--- src/design/pmc_regs.vh ---
// Register map, field positions, reset values and timing counts of the clock controller.
`ifndef PMC_REGS_VH
`define PMC_REGS_VH

// ****************************************
// Register indices and byte addresses
// ****************************************
`define PMC_IDX_EXT_IRQ_FLAGS      8'h91
`define PMC_IDX_PMR       8'hc4
`define PMC_IDX_STATUS    8'hc5
`define PMC_ADDR_EXT_IRQ_FLAGS     12'h244
`define PMC_ADDR_PMR      12'h310
`define PMC_ADDR_STATUS   12'h314

// ****************************************
// Field positions
// ****************************************
`define PMC_SRC_SEL_BIT   3
`define PMC_IN_USE_BIT    2
`define PMC_DIV_HI_BIT    7
`define PMC_DIV_LO_BIT    6
`define PMC_AUTO_RET_BIT  5
`define PMC_AMP_OFF_BIT   3
`define PMC_XT_READY_BIT  4

// ****************************************
// Divider codes and reset values
// ****************************************
`define PMC_DIV_RSVD      2'h0
`define PMC_DIV_4         2'h1
`define PMC_DIV_64        2'h2
`define PMC_DIV_1024      2'h3
`define PMC_RST_DIV       2'h1
`define PMC_RST_SRC_SEL   1'h1
`define PMC_RST_XT_READY  1'h1

// ****************************************
// Timing counts
// ****************************************
`define PMC_XT_WARM_CLKS  65536
`define PMC_LAST_4        10'h003
`define PMC_LAST_64       10'h03f
`define PMC_LAST_1024     10'h3ff

`endif

--- src/design/pmc_clock_ctrl.v ---
// Machine-cycle rate divider and clock source control for the reduced-power run mode.
//
// Chosen here: the APB slave port.
`include "pmc_regs.vh"

module pmc_clock_ctrl #(
	parameter XT_WARM_CLKS = `PMC_XT_WARM_CLKS,
	parameter NUM_EXT_IRQ  = 6
) (
	// APB slave
	input  wire                   pclk,
	input  wire                   presetn,
	input  wire                   psel,
	input  wire                   penable,
	input  wire                   pwrite,
	input  wire [11:0]            paddr,
	input  wire [31:0]            pwdata,
	output reg  [31:0]            prdata,
	output reg                    pready,
	output reg                    pslverr,
	// Oscillator pins
	input  wire                   xtal_clk_in,
	input  wire                   ring_clk_in,
	// Interrupt logic
	input  wire [NUM_EXT_IRQ-1:0] ext_irq_req,
	input  wire [NUM_EXT_IRQ-1:0] ext_irq_en,
	input  wire [NUM_EXT_IRQ-1:0] ext_irq_high,
	input  wire                   powerfail_level_active,
	input  wire                   high_level_active,
	input  wire                   low_level_active,
	// Serial ports
	input  wire                   port0_rx_enable,
	input  wire                   port1_rx_enable,
	input  wire                   port0_start_edge,
	input  wire                   port1_start_edge,
	input  wire                   port0_tx_buffer_write,
	input  wire                   port1_tx_buffer_write,
	input  wire                   port0_rx_busy,
	input  wire                   port0_tx_busy,
	input  wire                   port1_rx_busy,
	input  wire                   port1_tx_busy,
	// Clock outputs
	output reg                    source_tick,
	output reg                    machine_cycle_en,
	output reg                    crystal_amp_disable,
	output reg                    oscillator_in_use,
	output reg  [1:0]             active_rate
);

	// ****************************************
	// Helpers
	// ****************************************
	// Last count of the divider for a rate code.
	function [9:0] div_last;
		input [1:0] rate;
		begin
			case (rate)
				`PMC_DIV_64:   div_last = `PMC_LAST_64;
				`PMC_DIV_1024: div_last = `PMC_LAST_1024;
				default:       div_last = `PMC_LAST_4;
			endcase
		end
	endfunction

	// Rising edge on a synchronised oscillator pin.
	function rise;
		input [1:0] hist;
		begin
			rise = hist[0] & ~hist[1];
		end
	endfunction

	// ****************************************
	// Pin synchronisers
	// ****************************************
	reg  [1:0]  xt_sync;
	reg  [1:0]  rg_sync;
	reg  [1:0]  xt_hist;
	reg  [1:0]  rg_hist;

	always @(posedge pclk or negedge presetn) begin
		if (!presetn) begin
			xt_sync <= 2'h0;
			rg_sync <= 2'h0;
			xt_hist <= 2'h0;
			rg_hist <= 2'h0;
		end else begin
			xt_sync <= {xt_sync[0], xtal_clk_in};
			rg_sync <= {rg_sync[0], ring_clk_in};
			xt_hist <= {xt_hist[0], xt_sync[1]};
			rg_hist <= {rg_hist[0], rg_sync[1]};
		end
	end

	wire        xt_tick;
	wire        rg_tick;
	assign xt_tick = rise(xt_hist) & ~crystal_amp_disable;
	assign rg_tick = rise(rg_hist);

	// ****************************************
	// Register state
	// ****************************************
	reg  [1:0]  div_sel;
	reg         auto_return_enable;
	reg         clock_source_select;
	reg         crystal_ready;
	reg  [31:0] warm_cnt;
	reg  [9:0]  div_cnt;
	reg  [1:0]  rate_pend;
	reg         src_pend;

	wire        wr_en;
	wire        rd_en;
	wire        hit_ext_irq_flags;
	wire        hit_pmr;
	wire        hit_stat;
	assign hit_ext_irq_flags = (paddr == `PMC_ADDR_EXT_IRQ_FLAGS);
	assign hit_pmr  = (paddr == `PMC_ADDR_PMR);
	assign hit_stat = (paddr == `PMC_ADDR_STATUS);
	assign wr_en    = psel & penable & pready & pwrite;
	assign rd_en    = psel & penable & ~pready & ~pwrite;

	wire [1:0]  wr_div;
	assign wr_div = pwdata[`PMC_DIV_HI_BIT:`PMC_DIV_LO_BIT];

	// ****************************************
	// Switchback triggers
	// ****************************************
	reg         irq_can_take;
	integer     i;

	always @* begin
		irq_can_take = 1'b0;
		for (i = 0; i < NUM_EXT_IRQ; i = i + 1) begin
			if (ext_irq_req[i] && ext_irq_en[i] && !powerfail_level_active) begin
				if (ext_irq_high[i] ? !high_level_active : !(high_level_active || low_level_active)) begin
					irq_can_take = 1'b1;
				end
			end
		end
	end

	wire        rx_wake;
	wire        tx_wake;
	wire        switchback;
	assign rx_wake    = (port0_start_edge & port0_rx_enable) | (port1_start_edge & port1_rx_enable);
	assign tx_wake    = port0_tx_buffer_write | port1_tx_buffer_write;
	assign switchback = auto_return_enable & (irq_can_take | rx_wake | tx_wake);

	// ****************************************
	// Control register writes
	// ****************************************
	always @(posedge pclk or negedge presetn) begin
		if (!presetn) begin
			div_sel             <= `PMC_RST_DIV;
			auto_return_enable  <= 1'b0;
			crystal_amp_disable <= 1'b0;
			clock_source_select <= `PMC_RST_SRC_SEL;
		end else begin
			if (switchback) begin
				// Only the divider returns; the source stays as software left it.
				div_sel <= `PMC_DIV_4;
			end else if (wr_en && hit_pmr) begin
				if (wr_div == `PMC_DIV_4) begin
					div_sel <= wr_div;
				end else if (wr_div != `PMC_DIV_RSVD && div_sel == `PMC_DIV_4 && rate_pend == `PMC_DIV_4) begin
					// The pending stage must hold the four-clock rate too, so the applied rate never moves slow to slow.
					div_sel <= wr_div;
				end
			end
			if (wr_en && hit_pmr) begin
				auto_return_enable <= pwdata[`PMC_AUTO_RET_BIT];
				if (!pwdata[`PMC_AMP_OFF_BIT] || !clock_source_select) begin
					crystal_amp_disable <= pwdata[`PMC_AMP_OFF_BIT];
				end
			end
			if (wr_en && hit_ext_irq_flags) begin
				if (!pwdata[`PMC_SRC_SEL_BIT]) begin
					clock_source_select <= 1'b0;
				end else if (crystal_ready && !crystal_amp_disable) begin
					clock_source_select <= 1'b1;
				end
			end
		end
	end

	// ****************************************
	// Crystal warm-up
	// ****************************************
	always @(posedge pclk or negedge presetn) begin
		if (!presetn) begin
			crystal_ready <= `PMC_RST_XT_READY;
			warm_cnt      <= 32'h0;
		end else if (crystal_amp_disable) begin
			crystal_ready <= 1'b0;
			warm_cnt      <= 32'h0;
		end else if (!crystal_ready && xt_tick) begin
			if (warm_cnt == XT_WARM_CLKS - 1) begin
				crystal_ready <= 1'b1;
				warm_cnt      <= 32'h0;
			end else begin
				warm_cnt <= warm_cnt + 32'h1;
			end
		end
	end

	// ****************************************
	// Machine-cycle divider
	// ****************************************
	wire        sel_tick;
	wire        cyc_end;
	assign sel_tick = oscillator_in_use ? rg_tick : xt_tick;
	assign cyc_end  = sel_tick & (div_cnt == div_last(active_rate));

	always @(posedge pclk or negedge presetn) begin
		if (!presetn) begin
			div_cnt           <= 10'h0;
			rate_pend         <= `PMC_RST_DIV;
			src_pend          <= `PMC_RST_SRC_SEL;
			active_rate       <= `PMC_RST_DIV;
			oscillator_in_use <= 1'b0;
			source_tick       <= 1'b0;
			machine_cycle_en  <= 1'b0;
		end else begin
			source_tick      <= sel_tick;
			machine_cycle_en <= cyc_end;
			if (sel_tick) begin
				div_cnt <= cyc_end ? 10'h0 : div_cnt + 10'h1;
			end
			if (cyc_end) begin
				// A choice seen at one boundary is applied at the next.
				rate_pend   <= div_sel;
				active_rate <= rate_pend;
				src_pend    <= clock_source_select;
				if (!src_pend || crystal_ready) begin
					oscillator_in_use <= ~src_pend;
				end
			end
		end
	end

	// ****************************************
	// APB read and response
	// ****************************************
	always @(posedge pclk or negedge presetn) begin
		if (!presetn) begin
			pready  <= 1'b0;
			pslverr <= 1'b0;
			prdata  <= 32'h0;
		end else begin
			pready  <= psel & penable & ~pready;
			pslverr <= psel & penable & ~pready & ~(hit_ext_irq_flags | hit_pmr | hit_stat);
			if (rd_en) begin
				prdata <= 32'h0;
				if (hit_ext_irq_flags) begin
					prdata[`PMC_SRC_SEL_BIT] <= clock_source_select;
					prdata[`PMC_IN_USE_BIT]  <= oscillator_in_use;
				end
				if (hit_pmr) begin
					prdata[`PMC_DIV_HI_BIT:`PMC_DIV_LO_BIT] <= div_sel;
					prdata[`PMC_AUTO_RET_BIT] <= auto_return_enable;
					prdata[`PMC_AMP_OFF_BIT]  <= crystal_amp_disable;
				end
				if (hit_stat) begin
					prdata[7:0] <= {powerfail_level_active, high_level_active, low_level_active,
						crystal_ready, port1_tx_busy, port1_rx_busy, port0_tx_busy, port0_rx_busy};
				end
			end
		end
	end

endmodule

--- config.mk ---
export PLATFORM = sky130hd
export DESIGN_NAME = pmc_clock_ctrl
export DESIGN_NICKNAME = d
export VERILOG_FILES = /design/src/design/pmc_clock_ctrl.v
export VERILOG_INCLUDE_DIRS = /design/src /design/src/design
export SDC_FILE = /design/constraint.sdc
export NUM_CORES = 1
export LEC_CHECK = 0
export BUFFER_PORTS_ARGS = -buffer_cell sky130_fd_sc_hd__buf_2
export CELL_PAD_IN_SITES_DETAIL_PLACEMENT = 2
export CELL_PAD_IN_SITES_GLOBAL_PLACEMENT = 2
export CORE_MARGIN = 5
export CORE_UTILIZATION = 33
export DETAILED_ROUTE_END_ITERATION = 7
export GPL_ROUTABILITY_DRIVEN = 1
export PLACE_DENSITY_LB_ADDON = 0.1
export SYNTH_ARGS = -nofsm -noshare
export SYNTH_HDL_FRONTEND = slang
export SYNTH_SLANG_ARGS = --single-unit
--- constraint.sdc ---
create_clock -name pclk -period 2.96 [get_ports pclk]
set_input_delay 0.148 -clock pclk [delete_from_list [all_inputs] [get_ports pclk]]
set_output_delay 0.148 -clock pclk [all_outputs]
set_load 0.05 [all_outputs]
==> impl_metrics.ini, run 1 <==
[run_status]
status = finished with violations
violations = negative hold slack

[layout]
area_delta_synth_final_pct = 20.6
diodes = 0
drive_above_1_share = 0.237
fin_util = 0.408
final_nets = 561
final_cell_area_um2 = 4700

[grt]
use_met2 = 0.250
grt_max_degree = 75
overflow = 0
met3_usage = 0.0296
antenna_found_initial = 0
grtUsageTotal = 0.155
top_usage_layer = met2
grt_pass1_wl_um = 17800
grt_pass1_vias = 3490
use_met1 = 0.209

[detailed_routing]
postRouteAntennaNets = 0
post_drt_wl_per_cell_um = 17.4
drc = 0
vias = 3254
drtPass1Iterations = 4
drt-vias-per-instance = 5.21
wl_um = 10900
drt_iter0_drc = 69

[die]
core_um2 = 11500
io_pins = 122
die_area_um2 = 14100
rows = 39
start_util = 0.339
die_h_um = 119
die_w_um = 119

[sta]
worst_pin_slew_ps = 1030
fin_setup_tns_ps = 0
fmax_ghz = 0.450
finalHoldViolations = 51
period_minus_slack_ps = 2220
timing.final.crit_share = 0.751
worst_clock_skew_ps = 10.3
rsz0062_at_grt = no
worst_hold_slack_ps = -56.0
finalMaxSlewViolations = 0
max_slew_margin = 0.309
finalSetupViolCount = 0

[clock_tree]
cts_sinks = 74
cts_root_buf = clkbuf_16
clk_pin_slew_worst_paths_ps = 60
cts_made_buffers = 9
postCtsSetupBuffers = 0
h-tree-depth = 3
clk_latency_ps = 330
cts_tree = built
clock_path_buffers = 2

[synth]
synth.cell_area_um2 = 3900
synth_ff_type = dfrtp_1
syn_inst = 402
netlist_top_cells_area = dfrtp_1, buf_4, dfstp_2, nand2_1, nor2_1
synth_seq_area_share = 0.477
ys_warn_count = 0
synth_seq_cells = 74
yosys.cell_types.count = 60
synth_top_cell_area_share = 0.436
synth_enable_flop_cells = 0
synth_area_leader_cell = dfrtp_1
synthArstFlopShare = 1.00
avgSynthCellArea_um2 = 9.70

[place]
io_buffers = 69
placed_area_um2 = 4310
gp_congestion = 0.762
dp_hpwl_um = 7990

[setup_path]
arrival_ps = 2470
cpPeakStageDelay_ps = 460
crit_chain = nand4_1, nor3_1, o211ai_1, or3_1, a21oi_1
r2r_cells = 5
cp.required_ps = 3210
startpoint_type = flop
endpoint_kind = flop
cp_max_fo = 10
crit_type = reg2reg
cpMaxStageDelayCell = dfrtp_1
r2r-end = warm_cnt[27]$_DFFE_PN0P_
worstReg2RegStart = warm_cnt[12]$_DFFE_PN0P_
r2r_slack_ps = 740

[run]
drv_cap = 0

[power]
leakage_nw = 2.18
ir_drop_v = 0.000316
cellPowerDensity_nw_per_um2 = 606

[min_path]
min_path_type = in2async
==> Yosys cell counts (all sizes together) (3+ instances only) <==
cell type / instances
xnor2: 14
o211ai: 5
dfstp: 6
nand2: 40
a21oi: 10
or4: 5
a32oi: 3
and2: 6
dfrtp: 68
a21o: 6
inv: 13
mux2i: 4
xor2: 14
buf: 30
or3: 7
mux2: 5
nand4: 20
nand3: 18
o21ai: 14
clkbuf: 5
o31ai: 4
nand2b: 7
nor4: 13
nor2: 37
nor3: 17
==> placed cells by master, fill, tap and decap left out, drive strengths merged, types with 2 or more instances in the layout <==
master and n:
dfrtp 68, nand2b 7, inv 13, clkinv 2, dfstp 6, clkbuf 11, or3b 2, nor3 17
or4 5, o311ai 2, and4 2, bufinv 4, a32oi 3, or3 7, ha 2, nor4b 2
mux2i 4, dlygate4sd3 2, o32a 2, xor2 14, and2 6, o211ai 5, conb 24, nand4 20
a21oi 10, a21o 6, o21ai 14, mux2 5, xnor2 14, nor2 37, nand3 18, o31ai 4
buf 74, nand2 40, nor4 13, and3 2
==> worst max-delay path, delay by kind of cell (launching register included) <==
family | cells | cell delay, ps
DFF | 1 | 460
and+or+nand+nor | 3 | 1150
AOI/OAI and AO/OA | 2 | 510
==> timing repair <==
item                                   CTS  global route
gates resized for setup                  0             0
hold buffers                             2             0
endpoints found under the hold margin    2             0
==> sequential cells by signal, summed over array words and instances (netlist names), 2 cells and up <==
name,count
rate_pend,2
active_rate,2
warm_cnt,32
div_sel,2
xt_sync,2
div_cnt,10
rg_sync,2
rg_hist,2
xt_hist,2
prdata,8
==> cell type report <==
type	instances	area, um^2
Fill cell	1275	6810
Sequential cell	74	1860
Multi-Input combinational cell	302	1840
Timing Repair Buffer	76	405
Clock buffer	11	243
Tap cell	143	179
Clock inverter	5	125
Inverter	14	52.6
==> worst max path at each step <==
stage,startpoint,end,slack [ps],cells past startpoint
3_3_place_gp,div_cnt[6]$_DFFE_PN0P_,rate_pend[1]$_DFFE_PN0P_,850,5
3_5_place_dp,div_cnt[6]$_DFFE_PN0P_,rate_pend[1]$_DFFE_PN0P_,800,5
6_report,warm_cnt[12]$_DFFE_PN0P_,warm_cnt[27]$_DFFE_PN0P_,740,5
4_1_cts,warm_cnt[12]$_DFFE_PN0P_,warm_cnt[27]$_DFFE_PN0P_,760,5
2_1_floorplan,crystal_amp_disable$_DFFE_PN0P_,active_rate[1]$_DFFE_PN0P_,820,6
5_1_grt,warm_cnt[2]$_DFFE_PN0P_,warm_cnt[27]$_DFFE_PN0P_,590,5
==> report_power, final <==
part	leakage [nW]	switching, mW	internal [mW]
registers	0.977	0.0680	1.07
clock network	0.180	0.428	0.931
logic	1.02	0.246	0.105
total	2.18	0.742	2.11
==> kinds of logic (layout without fill, tap and decap cells) <==
group                      count (synthesis)  count (layout)  synth area share
other                                      1              24          0.000962
DFF                                       74              74             0.477
AOI/OAI and AO/OA                         56              56            0.0995
buffers and inverters                     49             106            0.0738
adders and majority gates                  2               2           0.00642
xor gates and xnor gates                  28              28            0.0629
and+or+nand+nor                          183             183             0.255
muxes                                      9               9            0.0247
==> per-layer routing <==
metal	up-vias	wire length, um
li1	1539	-
met1	1639	5050
met2	66	5240
met3	10	444
met4	0	151
met5	-	0
==> stage by stage <==
| stage | instances | power, mW | setup WS (ps) |
|---|---|---|---|
| after floorplan | 425 | 1.41 | 825 |
| after global placement | 607 | 1.50 | 854 |
| after detailed placement | 607 | 1.51 | 801 |
| after CTS | 625 | 2.89 | 756 |
| after global routing | 625 | 2.98 | 590 |
| final | 625 | 2.85 | 736 |
Power figures use the tool's default switching activity.
==> run 2, diff against run 1 <==
--- a/config.mk
+++ b/config.mk
@@ -10,7 +10,7 @@
 export CELL_PAD_IN_SITES_DETAIL_PLACEMENT = 2
 export CELL_PAD_IN_SITES_GLOBAL_PLACEMENT = 2
 export CORE_MARGIN = 5
-export CORE_UTILIZATION = 33
+export CORE_UTILIZATION = 31
 export DETAILED_ROUTE_END_ITERATION = 7
 export GPL_ROUTABILITY_DRIVEN = 1
 export PLACE_DENSITY_LB_ADDON = 0.1
==> constraint.sdc (replaced) <==
create_clock -name pclk -period 2.2 [get_ports pclk]
set_input_delay 0.11 -clock pclk [delete_from_list [all_inputs] [get_ports pclk]]
set_output_delay 0.11 -clock pclk [all_outputs]
set_load 0.05 [all_outputs]
==> impl_metrics.ini, run 2 (synthesis results as in run 1) <==
[setup_path]
worstReg2RegStart = warm_cnt[8]$_DFFE_PN0P_
r2r_cells = 5
crit_chain = nand4_4, or4_1, nor4_1, xnor2_1, nor2_2
r2r_slack_ps = 180
path_delay_family = simple AND/OR/NAND/NOR gates
cp_max_fo = 6
cp-startpoint = warm_cnt[8]$_DFFE_PN0P_
startpoint_type = flop
r2r-end = warm_cnt[22]$_DFFE_PN0P_
cpPeakStageDelay_ps = 670
cpMaxStageDelayCell = or4_1
cp_num_buf_inv = 0
crit_type = reg2reg
arrival_ps = 2250
endpoint_kind = flop
cp.required_ps = 2420

[sta]
worst_pin_slew_ps = 566
finalSetupViolCount = 0
fin_setup_tns_ps = 0
rsz0062_at_grt = no
period_minus_slack_ps = 2020
worst_clock_skew_ps = 9.52
finalHoldViolations = 0
timing.final.crit_share = 0.919
max_slew_margin = 0.620
fmax_ghz = 0.494
finalMaxSlewViolations = 0

[layout]
reg_top3 = warm_cnt (32), div_cnt (10), prdata (8)
final_nets = 575
drive_above_1_share = 0.260
area_delta_synth_final_pct = 24.0
diodes = 0
fin_util = 0.388
nFillCells = 1417
top_register = warm_cnt
largest_reg_flops = 32
final_cell_mix = dfrtp_1, buf_2, nand2_1

[grt]
grt_pass1_wl_um = 18300
grt_max_degree = 40
antenna_found_initial = 0
grt_pass1_vias = 3565
overflow = 0
grtUsageTotal = 0.157

[power]
power_frac_seq = 0.415
p_total_mw = 3.70
switching_share = 0.273
p_int_mw = 2.69
switchingPower_mw = 1.01
leakage_nw = 2.24
cellPowerDensity_nw_per_um2 = 765
ir_drop_v = 0.000501
pwr-share-comb = 0.136
power.share.clock = 0.449

[detailed_routing]
wl_um = 11200
drt_iter0_drc = 101
postRouteAntennaNets = 0
post_drt_wl_per_cell_um = 16.8
vias = 3318
drtPass1Iterations = 4
drt-vias-per-instance = 4.97
drc = 0

[clock_tree]
cts_sinks = 74
cts_root_buf = clkbuf_16
postCtsSetupBuffers = 0
h-tree-depth = 3
cts_tree = built
clk_latency_ps = 340
clk_pin_slew_worst_paths_ps = 60
clock_path_buffers = 2
cts_made_buffers = 9

[die]
die_w_um = 122
io_pins = 122
core_um2 = 12500
rows = 41
die_area_um2 = 14900
die_h_um = 122
start_util = 0.313

[run_status]
status = finished, final reports clean

[place]
dp_hpwl_um = 8400
io_buffers = 69
gp_congestion = 0.775

[run]
drv_cap = 0

[min_path]
min_path_type = in2reg
min_from = pwdata[5]
worstHoldPathCells = 2
holdPathEnd = auto_return_enable$_DFFE_PN0P_
-- run 2: layer usage --
layer | vias up | GRT usage | part of all wire
met3 | 12 | 0.0334 | 0.042
met1 | 1670 | 0.211 | 0.47
met4 | 0 | 0.0546 | 0.014
met5 | - | 0 | 0
li1 | 1569 | - | -
met2 | 67 | 0.252 | 0.47
-- run 2: worst max-delay path by stage --
stage          cells after the start  slack (ps)                    endpoint
6_report                           5         180    warm_cnt[22]$_DFFE_PN0P_
5_1_grt                            5          60    warm_cnt[20]$_DFFE_PN0P_
4_1_cts                            5         140    warm_cnt[20]$_DFFE_PN0P_
3_5_place_dp                       5         150    warm_cnt[20]$_DFFE_PN0P_
3_3_place_gp                       5         200    warm_cnt[20]$_DFFE_PN0P_
2_1_floorplan                      6          60  active_rate[1]$_DFFE_PN0P_
-- run 2: through the flow --
step / instance area, um^2 / std cells / hold WS (ps) / setup WS (ps)
after global placement: 4460 / 649 / 126 / 200
final: 4840 / 668 / 17.8 / 177
after CTS: 4830 / 668 / 3.08 / 136
after global routing: 4840 / 668 / 9.85 / 60.1
after detailed placement: 4460 / 649 / 130 / 151
after floorplan: 3990 / 425 / -186 / 64.9
-- run 2: power groups by stage --
stage	logic [mW]	registers, mW	clock network, mW
5_1_grt	0.562	1.55	1.76
3_3_place_gp	0.489	1.55	0
2_1_floorplan	0.303	1.59	0
3_5_place_dp	0.504	1.56	0
4_1_cts	0.512	1.53	1.71
6_report	0.503	1.53	1.66
-- run 2: area by class of cell --
cell class                 count  area, um^2  share of cell area
sequential                    74        1860               0.384
tap                          172         215              0.0445
timing repair buffer          90         526               0.109
multi-input combinational    302        1840               0.381
clock inverter                 4        72.6              0.0150
inverter                      14        52.6              0.0109
clock buffer                  12         267              0.0551
-- run 2: what timing repair did --
action,in CTS,in global routing
endpoints found under the hold margin,38,0
hold buffers,3,0
gates resized for setup,0,1
setup endpoints to repair,0,1
-- run 2: worst register-to-register path, stage by stage, from the launching register on --
cell and delay [ps]:
dfrtp_1 460, nand4_4 170, or4_1 670, nor4_1 380
xnor2_1 180, nor2_2 50
